<file path="src/verilog/ocmd_pkg.sv">
/*
 Constants, types and register layout of the channel-five output source mux and divider.
 Assumes a single 125 MHz clock and a classic Wishbone master with 8-bit byte addresses.
*/
package ocmd_pkg;

	// ----------------------------------------
	// register map
	// ----------------------------------------
	localparam logic [7:0] CTL_IDX = 8'h27;
	localparam logic [7:0] DIV_IDX = 8'h28;
	localparam logic [7:0] STAT_IDX = 8'h29;
	localparam int IDX_SHIFT = 2;
	localparam logic [7:0] CTL_RST = 8'h18;
	localparam logic [7:0] DIV_RST = 8'h02;
	localparam logic [31:0] RD_ZERO = 32'h0000_0000;

	// ----------------------------------------
	// field encodings
	// ----------------------------------------
	typedef enum logic [1:0] {
		SRC_SYN1 = 2'b00,
		SRC_SYN2 = 2'b01,
		SRC_PRI = 2'b10,
		SRC_SEC = 2'b11
	} ocmd_src_t;

	typedef enum logic [1:0] {
		DRV_OFF = 2'b00,
		DRV_ACDIFF = 2'b01,
		DRV_HCSL = 2'b10,
		DRV_CMOS = 2'b11
	} ocmd_drv_t;

	typedef enum logic [1:0] {
		PIN_TRI = 2'b00,
		PIN_LOW = 2'b01,
		PIN_INV = 2'b10,
		PIN_NONINV = 2'b11
	} ocmd_pin_t;

	typedef enum logic {
		BUS_IDLE = 1'b0,
		BUS_ACK = 1'b1
	} ocmd_bus_t;

	// control register layout, msb first: bits 7:6, 5:4, 3:2, 1:0
	typedef struct packed {
		ocmd_src_t src;
		ocmd_drv_t drv;
		logic [1:0] mode_pri;
		logic [1:0] mode_sec;
	} ocmd_ctl_t;

	typedef struct packed {
		logic syn1;
		logic syn2;
		logic pri;
		logic sec;
		logic pri_dbl;
		logic sec_dbl;
	} ocmd_clk_in_t;

endpackage
</file>
<file path="src/verilog/ocmd_channel.sv">
/*
 Channel-five output logic: Wishbone register slave, source mux, output divider and
 driver pin control. Source clocks are sampled levels synchronous to clk_i and must be
 well below half its rate; the divider counts their rising edges.
*/
// Register access over Wishbone was decided locally.
`timescale 1ns/1ps
module ocmd_channel (
	input wire logic clk_i,
	input wire logic rst_i,
	input wire logic [7:0] adr_i,
	input wire logic [31:0] dat_i,
	output logic [31:0] dat_o,
	input wire logic [3:0] sel_i,
	input wire logic we_i,
	input wire logic cyc_i,
	input wire logic stb_i,
	output logic ack_o,
	input wire ocmd_pkg::ocmd_clk_in_t clk_in_i,
	input wire logic doubler_en_i,
	output logic chan_clk_o,
	output ocmd_pkg::ocmd_drv_t drv_type_o,
	output logic [1:0] tail_sel_o,
	output logic [1:0] term_sel_o,
	output logic out_p_o,
	output logic out_p_oe_o,
	output logic out_n_o,
	output logic out_n_oe_o
);

	// ----------------------------------------
	// helpers
	// ----------------------------------------
	function automatic logic reg_hit(input logic [7:0] a, input logic [7:0] idx);
		reg_hit = (a == 8'(idx << ocmd_pkg::IDX_SHIFT));
	endfunction

	function automatic logic pin_drive(input logic [1:0] m, input logic clk);
		case (m)
			ocmd_pkg::PIN_INV: pin_drive = ~clk;
			ocmd_pkg::PIN_NONINV: pin_drive = clk;
			default: pin_drive = 1'b0;
		endcase
	endfunction

	ocmd_pkg::ocmd_bus_t bus_st_r;
	ocmd_pkg::ocmd_ctl_t ctl_r;
	ocmd_pkg::ocmd_src_t act_src_r;
	logic [7:0] div_r;
	logic [7:0] act_div_r;
	logic [7:0] cnt_r;
	logic [7:0] cnt_nxt;
	logic [7:0] half;
	logic [31:0] dat_r;
	logic src_lvl;
	logic src_d_r;
	logic rise;
	logic bypass;
	logic boundary;
	logic pending;
	logic chan_clk_r;
	logic req;
	logic wr_ctl;
	logic wr_div;

	// ----------------------------------------
	// wishbone slave
	// ----------------------------------------
	// one wait state: ack one cycle after the request is seen, then idle for a cycle
	assign req = cyc_i && stb_i;
	assign ack_o = (bus_st_r == ocmd_pkg::BUS_ACK) && req;
	assign wr_ctl = ack_o && we_i && sel_i[0] && reg_hit(adr_i, ocmd_pkg::CTL_IDX);
	assign wr_div = ack_o && we_i && sel_i[0] && reg_hit(adr_i, ocmd_pkg::DIV_IDX);
	assign dat_o = dat_r;

	always_ff @(posedge clk_i) begin
		if (rst_i) begin
			bus_st_r <= ocmd_pkg::BUS_IDLE;
		end else begin
			case (bus_st_r)
				ocmd_pkg::BUS_IDLE: begin
					if (req) begin
						bus_st_r <= ocmd_pkg::BUS_ACK;
					end
				end
				ocmd_pkg::BUS_ACK: bus_st_r <= ocmd_pkg::BUS_IDLE;
				default: bus_st_r <= ocmd_pkg::BUS_IDLE;
			endcase
		end
	end

	// read data is captured while idle so it is steady when ack rises
	always_ff @(posedge clk_i) begin
		if (rst_i) begin
			dat_r <= ocmd_pkg::RD_ZERO;
		end else if (bus_st_r == ocmd_pkg::BUS_IDLE && req) begin
			dat_r <= ocmd_pkg::RD_ZERO;
			if (reg_hit(adr_i, ocmd_pkg::CTL_IDX)) begin
				dat_r[7:0] <= ctl_r;
			end else if (reg_hit(adr_i, ocmd_pkg::DIV_IDX)) begin
				dat_r[7:0] <= div_r;
			end else if (reg_hit(adr_i, ocmd_pkg::STAT_IDX)) begin
				dat_r[3:0] <= {chan_clk_r, pending, act_src_r};
			end
		end
	end

	always_ff @(posedge clk_i) begin
		if (rst_i) begin
			ctl_r <= ocmd_pkg::CTL_RST;
		end else if (wr_ctl) begin
			ctl_r <= dat_i[7:0];
		end
	end

	always_ff @(posedge clk_i) begin
		if (rst_i) begin
			div_r <= ocmd_pkg::DIV_RST;
		end else if (wr_div) begin
			div_r <= dat_i[7:0];
		end
	end

	// ----------------------------------------
	// source mux
	// ----------------------------------------
	always_comb begin
		case (act_src_r)
			ocmd_pkg::SRC_SYN1: src_lvl = clk_in_i.syn1;
			ocmd_pkg::SRC_SYN2: src_lvl = clk_in_i.syn2;
			ocmd_pkg::SRC_PRI: src_lvl = doubler_en_i ? clk_in_i.pri_dbl : clk_in_i.pri;
			ocmd_pkg::SRC_SEC: src_lvl = doubler_en_i ? clk_in_i.sec_dbl : clk_in_i.sec;
			default: src_lvl = 1'b0;
		endcase
	end

	always_ff @(posedge clk_i) begin
		if (rst_i) begin
			src_d_r <= 1'b0;
		end else begin
			src_d_r <= src_lvl;
		end
	end

	assign rise = src_lvl && !src_d_r;
	assign bypass = act_src_r[1];
	assign boundary = rise && (bypass || cnt_r == act_div_r);
	assign pending = (ctl_r.src != act_src_r) || (div_r != act_div_r);
	assign cnt_nxt = boundary ? 8'h00 : cnt_r + 8'h01;
	// high for the first ceil(ratio/2) source periods
	assign half = 8'(({1'b0, act_div_r} + 9'h002) >> 1);

	// ----------------------------------------
	// glitch-free update of source and ratio
	// ----------------------------------------
	// a source that stops never reaches a boundary, so a pending change waits for it
	always_ff @(posedge clk_i) begin
		if (rst_i) begin
			act_src_r <= ocmd_pkg::SRC_SYN1;
			act_div_r <= ocmd_pkg::DIV_RST;
		end else if (boundary) begin
			act_src_r <= ctl_r.src;
			act_div_r <= div_r;
		end
	end

	// ----------------------------------------
	// divider
	// ----------------------------------------
	always_ff @(posedge clk_i) begin
		if (rst_i) begin
			cnt_r <= 8'h00;
		end else if (rise) begin
			cnt_r <= bypass ? 8'h00 : cnt_nxt;
		end
	end

	always_ff @(posedge clk_i) begin
		if (rst_i) begin
			chan_clk_r <= 1'b0;
		end else if (bypass || act_div_r == 8'h00) begin
			chan_clk_r <= src_lvl;
		end else if (rise) begin
			chan_clk_r <= (cnt_nxt < half);
		end
	end

	assign chan_clk_o = chan_clk_r;

	// ----------------------------------------
	// driver control
	// ----------------------------------------
	assign drv_type_o = ctl_r.drv;
	assign tail_sel_o = ctl_r.mode_pri;
	assign term_sel_o = ctl_r.mode_sec;

	always_ff @(posedge clk_i) begin
		if (rst_i) begin
			out_p_o <= 1'b0;
			out_p_oe_o <= 1'b0;
			out_n_o <= 1'b0;
			out_n_oe_o <= 1'b0;
		end else begin
			case (ctl_r.drv)
				ocmd_pkg::DRV_CMOS: begin
					out_p_o <= pin_drive(ctl_r.mode_pri, chan_clk_r);
					out_p_oe_o <= (ctl_r.mode_pri != ocmd_pkg::PIN_TRI);
					out_n_o <= pin_drive(ctl_r.mode_sec, chan_clk_r);
					out_n_oe_o <= (ctl_r.mode_sec != ocmd_pkg::PIN_TRI);
				end
				ocmd_pkg::DRV_ACDIFF, ocmd_pkg::DRV_HCSL: begin
					out_p_o <= chan_clk_r;
					out_p_oe_o <= 1'b1;
					out_n_o <= ~chan_clk_r;
					out_n_oe_o <= 1'b1;
				end
				default: begin
					out_p_o <= 1'b0;
					out_p_oe_o <= 1'b0;
					out_n_o <= 1'b0;
					out_n_oe_o <= 1'b0;
				end
			endcase
		end
	end
endmodule

</file>
<file path="config.mk">
export PLATFORM = sky130hd
export DESIGN_NAME = ocmd_channel
export DESIGN_NICKNAME = d
export VERILOG_FILES = /design/src/verilog/ocmd_pkg.sv /design/src/verilog/ocmd_channel.sv
export SDC_FILE = /design/constraint.sdc
export NUM_CORES = 1
export LEC_CHECK = 0
export BUFFER_PORTS_ARGS = -buffer_cell sky130_fd_sc_hd__buf_2
export CAP_MARGIN = 0
export CORE_MARGIN = 4
export CORE_UTILIZATION = 36
export DETAILED_ROUTE_END_ITERATION = 10
export HOLD_SLACK_MARGIN = 0.02
export SETUP_SLACK_MARGIN = 0.4
export SYNTH_ARGS = -nofsm -noshare
export SYNTH_HDL_FRONTEND = slang
export SYNTH_SLANG_ARGS = --single-unit
</file>
<file path="constraint.sdc">
create_clock -name clk_i -period 3.7 [get_ports clk_i]
set_input_delay 0.74 -clock clk_i [delete_from_list [all_inputs] [get_ports clk_i]]
set_output_delay 0.74 -clock clk_i [all_outputs]
set_load 0.05 [all_outputs]
</file>
==> results of run 1 <==
==> cells by family (layout without fill, tap and decap cells) <==
logic type | after synthesis | after routing | share of synthesized area [%]
other | 1 | 24 | 0.124
buffers and inverters | 54 | 62 | 11.4
XOR/XNOR | 28 | 28 | 8.59
AO/OA/AOI/OAI | 54 | 54 | 13.1
multiplexers | 25 | 25 | 8.67
adder cells (fa/ha/maj) | 11 | 11 | 4.54
AND/OR/NAND/NOR | 119 | 119 | 21.3
flip-flops | 49 | 49 | 32.4
==> how the worst min path moves through the flow <==
| stage | startpoint | end | slack, ns | cells after the start |
|---|---|---|---|---|
| finish | bus_st_r | bus_st_r | 0.45 | 1 |
| floorplan | bus_st_r | bus_st_r | 0.41 | 1 |
| global placement | bus_st_r | bus_st_r | 0.43 | 1 |
| CTS | bus_st_r | bus_st_r | 0.45 | 1 |
| global route | bus_st_r | bus_st_r | 0.48 | 1 |
| detailed placement | bus_st_r | bus_st_r | 0.43 | 1 |
==> area by class of cell <==
class,instances,share of cell area [%]
clock buffer,5,2.11
clock inverter,3,0.653
inverter,5,0.576
multi-input combinational,261,54.9
sequential,49,30.1
tap,105,4.03
timing repair buffer,49,7.60
==> critical path: stages, from the launching register on <==
cell and delay (ns):
dfxtp_1 0.51, xor2_1 0.16, nor4_4 0.42, a21oi_2 0.13
nor2_4 0.42, nor2b_1 0.11, ha_1 0.23, or4_1 0.50
o21a_1 0.21, o22ai_1 0.16
==> where the power goes <==
| group | switching, mW | total, mW | internal, mW |
|---|---|---|---|
| sequential | 0.00993 | 0.549 | 0.539 |
| combinational | 0.136 | 0.184 | 0.0481 |
| clock | 0.192 | 0.326 | 0.134 |
| total | 0.338 | 1.06 | 0.722 |
==> synth_stat cells (all sizes together) (8+ instances only) <==
master | count | area share, %
dfxtp | 49 | 32
nor2 | 42 | 5.5
buf | 41 | 9.7
mux2i | 24 | 7.9
nand2b | 19 | 3.9
xor2 | 16 | 5.1
nand2 | 14 | 1.7
a21oi | 12 | 2.1
xnor2 | 12 | 3.5
a211oi | 11 | 2.9
ha | 11 | 4.5
nand3 | 10 | 1.7
o21ai | 9 | 1.5
clkbuf | 8 | 0.99
==> flip-flops by register name (all words and copies together) (netlist names) <==
signal      cells
tail_sel_o      2
src_d_r         1
out_p_oe_o      1
out_n_oe_o      1
cnt_r           8
dat_o           8
act_div_r       8
ctl_r           2
div_r           8
bus_st_r        1
drv_type_o      2
chan_clk_o      1
term_sel_o      2
out_n_o         1
out_p_o         1
act_src_r       2
==> routing by layer <==
metal	routed length (µm)	global-route usage (%)	up-vias
met5	0	0	-
met4	76	3.47	0
met3	311	2.45	6
met2	2860	19.1	55
met1	3310	20.3	1086
li1	-	-	1194
==> stage by stage <==
| step | hold WS, ns | total power, mW | utilization (%) | setup slack (ns) |
|---|---|---|---|---|
| after floorplan | 0.414 | 0.726 | - | 0.988 |
| after global placement | 0.430 | 0.744 | 38.6 | 0.634 |
| after detailed placement | 0.435 | 0.746 | 38.6 | 0.627 |
| after CTS | 0.450 | 1.07 | 39.7 | 0.741 |
| after global routing | 0.482 | 1.11 | 39.7 | 0.555 |
| final | 0.446 | 1.06 | 39.7 | 0.763 |
==> results.py, run 1 <==
metrics = {
    "detailed_routing": {
        "initialDrtViolationCount": 137,
        "routed-via-count": 2341,
        "drtAntennaViolNets": 0,
        "wl_per_cell_um": 13.8,
        "route.detailed.drc": 0,
        "routed_via_density": 4.91,
        "routed_wl_um": 6560,
        "dr.pass1.iters": 4,
    },
    "setup_path": {
        "endpoint_kind": "flop",
        "cp_data_arrival_time_ns": 3.17,
        "worstPathMaxFanout": 16,
        "cp.required_ns": 3.93,
        "critical_path_class": "reg -> reg",
        "rr_worst_depth": 9,
        "reg2reg_slack_ns": 0.76,
        "cp-start-kind": "flop",
        "crit_start": "act_div_r[2]",
        "r2r-start": "act_div_r[2]",
        "reg2reg_to": "chan_clk_o",
        "worstSetupEndpoint": "chan_clk_o",
    },
    "place": {
        "place_hpwl_um": 4960,
        "place_congestion": 0.818,
        "dpl_cell_area_um2": 3170,
        "portBuffers": 48,
        "dp_cells": 469,
    },
    "sta": {
        "rsz0062_at_grt": "no",
        "fmax_ghz": 0.340,
        "tightestPinTransition_ns": 0.859,
        "finalHoldViolCount": 0,
        "tns_ns": 0,
        "slew_violations": 0,
        "slew_headroom_pct": 42.5,
        "fin_crit_sh_pct": 79.4,
        "fin_skew_ns": 0.00601,
        "period_needed_ns": 2.94,
        "report.final.setup_viol": 0,
    },
    "logic_synthesis": {
        "netlist_area_um2": 3030,
        "syn-mean-instance-area_um2": 8.88,
        "yosys_register_bits": 49,
        "async_flop_share_pct": 0,
        "ys_warn_count": 0,
        "postSynthCellCount": 341,
        "synth_ff_type": "dfxtp_1",
        "synth_edf_count": 0,
        "synth.distinct_cells": 50,
        "yosysSeqAreaShare_pct": 32.4,
    },
    "layout": {
        "multi_input_area_um2": 1790,
        "final_nets": 438,
        "nFillCells": 860,
        "final_common_cell": "dfxtp_1",
        "area.sequential_um2": 981,
        "drive_gt1_share_pct": 18.0,
        "syn_to_final_growth_pct": 7.60,
        "most-common-layout-cells": "dfxtp_1, buf_2, nor2_1",
        "final_area_um2": 3260,
        "diodes": 0,
        "final_cells": 477,
    },
    "cts": {
        "cts_max_level": 2,
        "cts_resized": 0,
        "clk_pin_slew_ns": 0.09,
        "cts_buffers": 5,
        "clock_path_buffers": 2,
        "cts_root_buffer": "clkbuf_8",
        "postCtsSetupBuffers": 0,
        "cts_tree": "built",
        "hold_buffers": 0,
        "cts_num_sinks": 49,
        "clk_latency_ns": 0.31,
    },
    "power_and_ir_drop": {
        "cellPowerDensity_nw_per_um2": 325,
        "p_leak_nw": 1.45,
        "peakVddDrop_uv": 209,
    },
    "die": {
        "ioPinCount": 100,
        "dieHeight_um": 99.7,
        "fp.dieW_um": 99.7,
        "start_util_pct": 36.9,
        "core_area_um2": 8220,
        "dieArea_um2": 9950,
        "std_cell_rows": 33,
    },
    "global_route": {
        "grt_pass1_wl_um": 10700,
        "antenna_found_initial": 0,
        "first_global_vias": 2144,
        "grt_overflow": 0,
        "grt_usage_pct": 13.3,
        "grt_max_degree": 56,
    },
    "run": {
        "maxCapViolCount": 0,
    },
    "outcome": {
        "status": "completed",
    },
    "worst_hold_path": {
        "min-delay-path-class": "reg -> reg",
    },
}
(Power assumes the default switching activity.)
==> inputs of run 2 (changes only) <==
clock period = 2.5 ns   (was 3.7 ns; I/O delays follow)
==> run 2 against run 1 <==
Compared with the run above: first-iteration DRC count down 9.5%; wire length up 6.4%; core utilization is 3.5 points higher; sequential cell count unchanged; sequential share of layout area fell by 2.2 points; combinational power is 63% higher; register-to-register slack worse by 0.73 ns; critical endpoint unchanged; largest cell class unchanged; largest power group unchanged; highest routed layer unchanged.
==> results.py, run 2 (synthesis gave the netlist of run 1 again) <==
metrics = {
    "place": {
        "place_congestion": 0.826,
        "dpl_cell_area_um2": 3360,
        "place_hpwl_um": 5390,
        "portBuffers": 48,
    },
    "setup_path": {
        "cp_data_arrival_time_ns": 2.70,
        "reg2reg_slack_ns": 0.03,
        "cp-start-kind": "flop",
        "endpoint_kind": "flop",
        "crit_path_cell_trace": "xor2_2 > nor4_4 > a21oi_2 > nor2_4 > buf_6 > nor2b_2 > ha_2 > or4_1 > o21a_1 > o22ai_1",
        "worstPathMaxFanout": 4,
        "cp.required_ns": 2.73,
        "rr_worst_depth": 10,
        "slowest_stage": "or4_1",
        "cpLargestDelayFamily": "simple AND/OR/NAND/NOR gates",
        "critPathBufInv": 1,
        "critPathMaxStageDelay_ns": 0.49,
        "r2r-start": "cnt_r[7]",
        "critical_path_class": "reg -> reg",
        "reg2reg_to": "chan_clk_o",
    },
    "detailed_routing": {
        "routed_via_density": 4.91,
        "wl_per_cell_um": 13.7,
        "top_layer": "met4",
        "initialDrtViolationCount": 124,
        "dr.pass1.iters": 4,
        "wl_met2_um": 3480,
        "drtAntennaViolNets": 0,
        "routed_wl_um": 6980,
        "m1WireLength_um": 3110,
        "routed-via-count": 2495,
        "route.detailed.drc": 0,
        "wl_met3_um": 261,
    },
    "layout": {
        "drive_gt1_share_pct": 26.8,
        "area.sequential_um2": 988,
        "multi_input_area_um2": 1820,
        "most-common-layout-cells": "buf_2, dfxtp_1, nor2_1",
        "syn_to_final_growth_pct": 17.0,
        "final_nets": 469,
        "final_area_um2": 3540,
        "final_common_cell": "buf_2",
        "nFillCells": 817,
        "diodes": 0,
        "final_util_pct": 43.1,
    },
    "worst_hold_path": {
        "min_to": "div_r[0]",
        "min-delay-path-class": "in -> reg",
        "hold_depth": 3,
        "hp-start": "dat_i[0]",
    },
    "sta": {
        "report.final.setup_viol": 0,
        "tns_ns": 0,
        "finalHoldViolCount": 0,
        "fin_crit_sh_pct": 98.7,
        "period_needed_ns": 2.47,
        "fin_skew_ns": 0.0135,
        "fmax_ghz": 0.405,
        "rsz0062_at_grt": "yes",
        "slew_violations": 0,
    },
    "global_route": {
        "grt_usage_pct": 14.1,
        "grt_overflow": 0,
        "first_global_vias": 2425,
        "grt_max_degree": 28,
        "antenna_found_initial": 0,
        "grt_pass1_wl_um": 11500,
    },
    "run": {
        "maxCapViolCount": 0,
    },
    "cts": {
        "hold_buffers": 0,
        "clock_path_buffers": 2,
        "cts_num_sinks": 49,
        "cts_tree": "built",
        "cts_buffers": 5,
        "cts_root_buffer": "clkbuf_8",
        "clk_pin_slew_ns": 0.11,
        "clk_latency_ns": 0.31,
        "cts_max_level": 2,
    },
    "die": {
        "dieArea_um2": 9950,
        "core_area_um2": 8220,
        "ioPinCount": 100,
        "std_cell_rows": 33,
        "fp.dieW_um": 99.7,
        "start_util_pct": 36.9,
        "dieHeight_um": 99.7,
    },
    "power_and_ir_drop": {
        "peakVddDrop_uv": 271,
        "p_leak_nw": 1.61,
        "cellPowerDensity_nw_per_um2": 454,
    },
    "outcome": {
        "status": "completed",
    },
}
run 2: changes by cell type in the layout (fill, tap and decap cells not counted), sizes merged:
cell	previous run	this run
clkinv	1	0
buf	49	80
inv	6	7
run 2: worst min-delay path, stage by stage:
cell and delay [ns]:
buf_2 0.08, mux2i_1 0.05, nor2_1 0.07
run 2: final cells by class:
cell class                 count  area share [%]
clock inverter                 3           0.706
sequential                    49            27.9
multi-input combinational    261            51.4
clock buffer                   5            1.94
tap                          105            3.71
timing repair buffer          80            13.8
inverter                       5           0.530
run 2: per-layer routing:
layer | up-vias | track usage (%)
met5 | - | 0
met4 | 0 | 4.73
met3 | 11 | 2.31
met2 | 51 | 24.1
met1 | 1174 | 18.1
li1 | 1259 | -
run 2: power by group:
group          leakage, nW  internal [mW]  switching [mW]  total [mW]
combinational         1.17         0.0886           0.212       0.300
sequential           0.399          0.798          0.0124       0.810
clock               0.0452          0.205           0.295       0.500
total                 1.61           1.09           0.519        1.61
run 2: metrics by stage:
step           setup slack (ns)  cells  power (mW)  hold WS [ns]
2_1_floorplan            0.0359    364        1.07         0.414
3_5_place_dp            -0.0446    493        1.12         0.437
3_3_place_gp            -0.0346    493        1.11         0.432
4_1_cts                  0.0201    506        1.62         0.423
6_report                 0.0331    508        1.61         0.427
5_1_grt                 -0.0969    508        1.68         0.435
run 2: worst max-delay path by stage:
stage,start,depth (start not counted),slack [ns],to
6_report,cnt_r[7],10,0.03,chan_clk_o
5_1_grt,cnt_r[7],10,-0.1,chan_clk_o
3_5_place_dp,doubler_en_i,11,-0.04,chan_clk_o
4_1_cts,act_div_r[1],10,0.02,chan_clk_o
2_1_floorplan,doubler_en_i,11,0.04,chan_clk_o
3_3_place_gp,doubler_en_i,11,-0.03,chan_clk_o
run 2: what timing repair did:
action | in CTS | in global routing
gates resized for setup | 9 | 3
setup endpoints to repair | 1 | 3
endpoints found under the hold margin | 0 | 0
pin swaps | 11 | 5
buffers inserted | 5 | 2
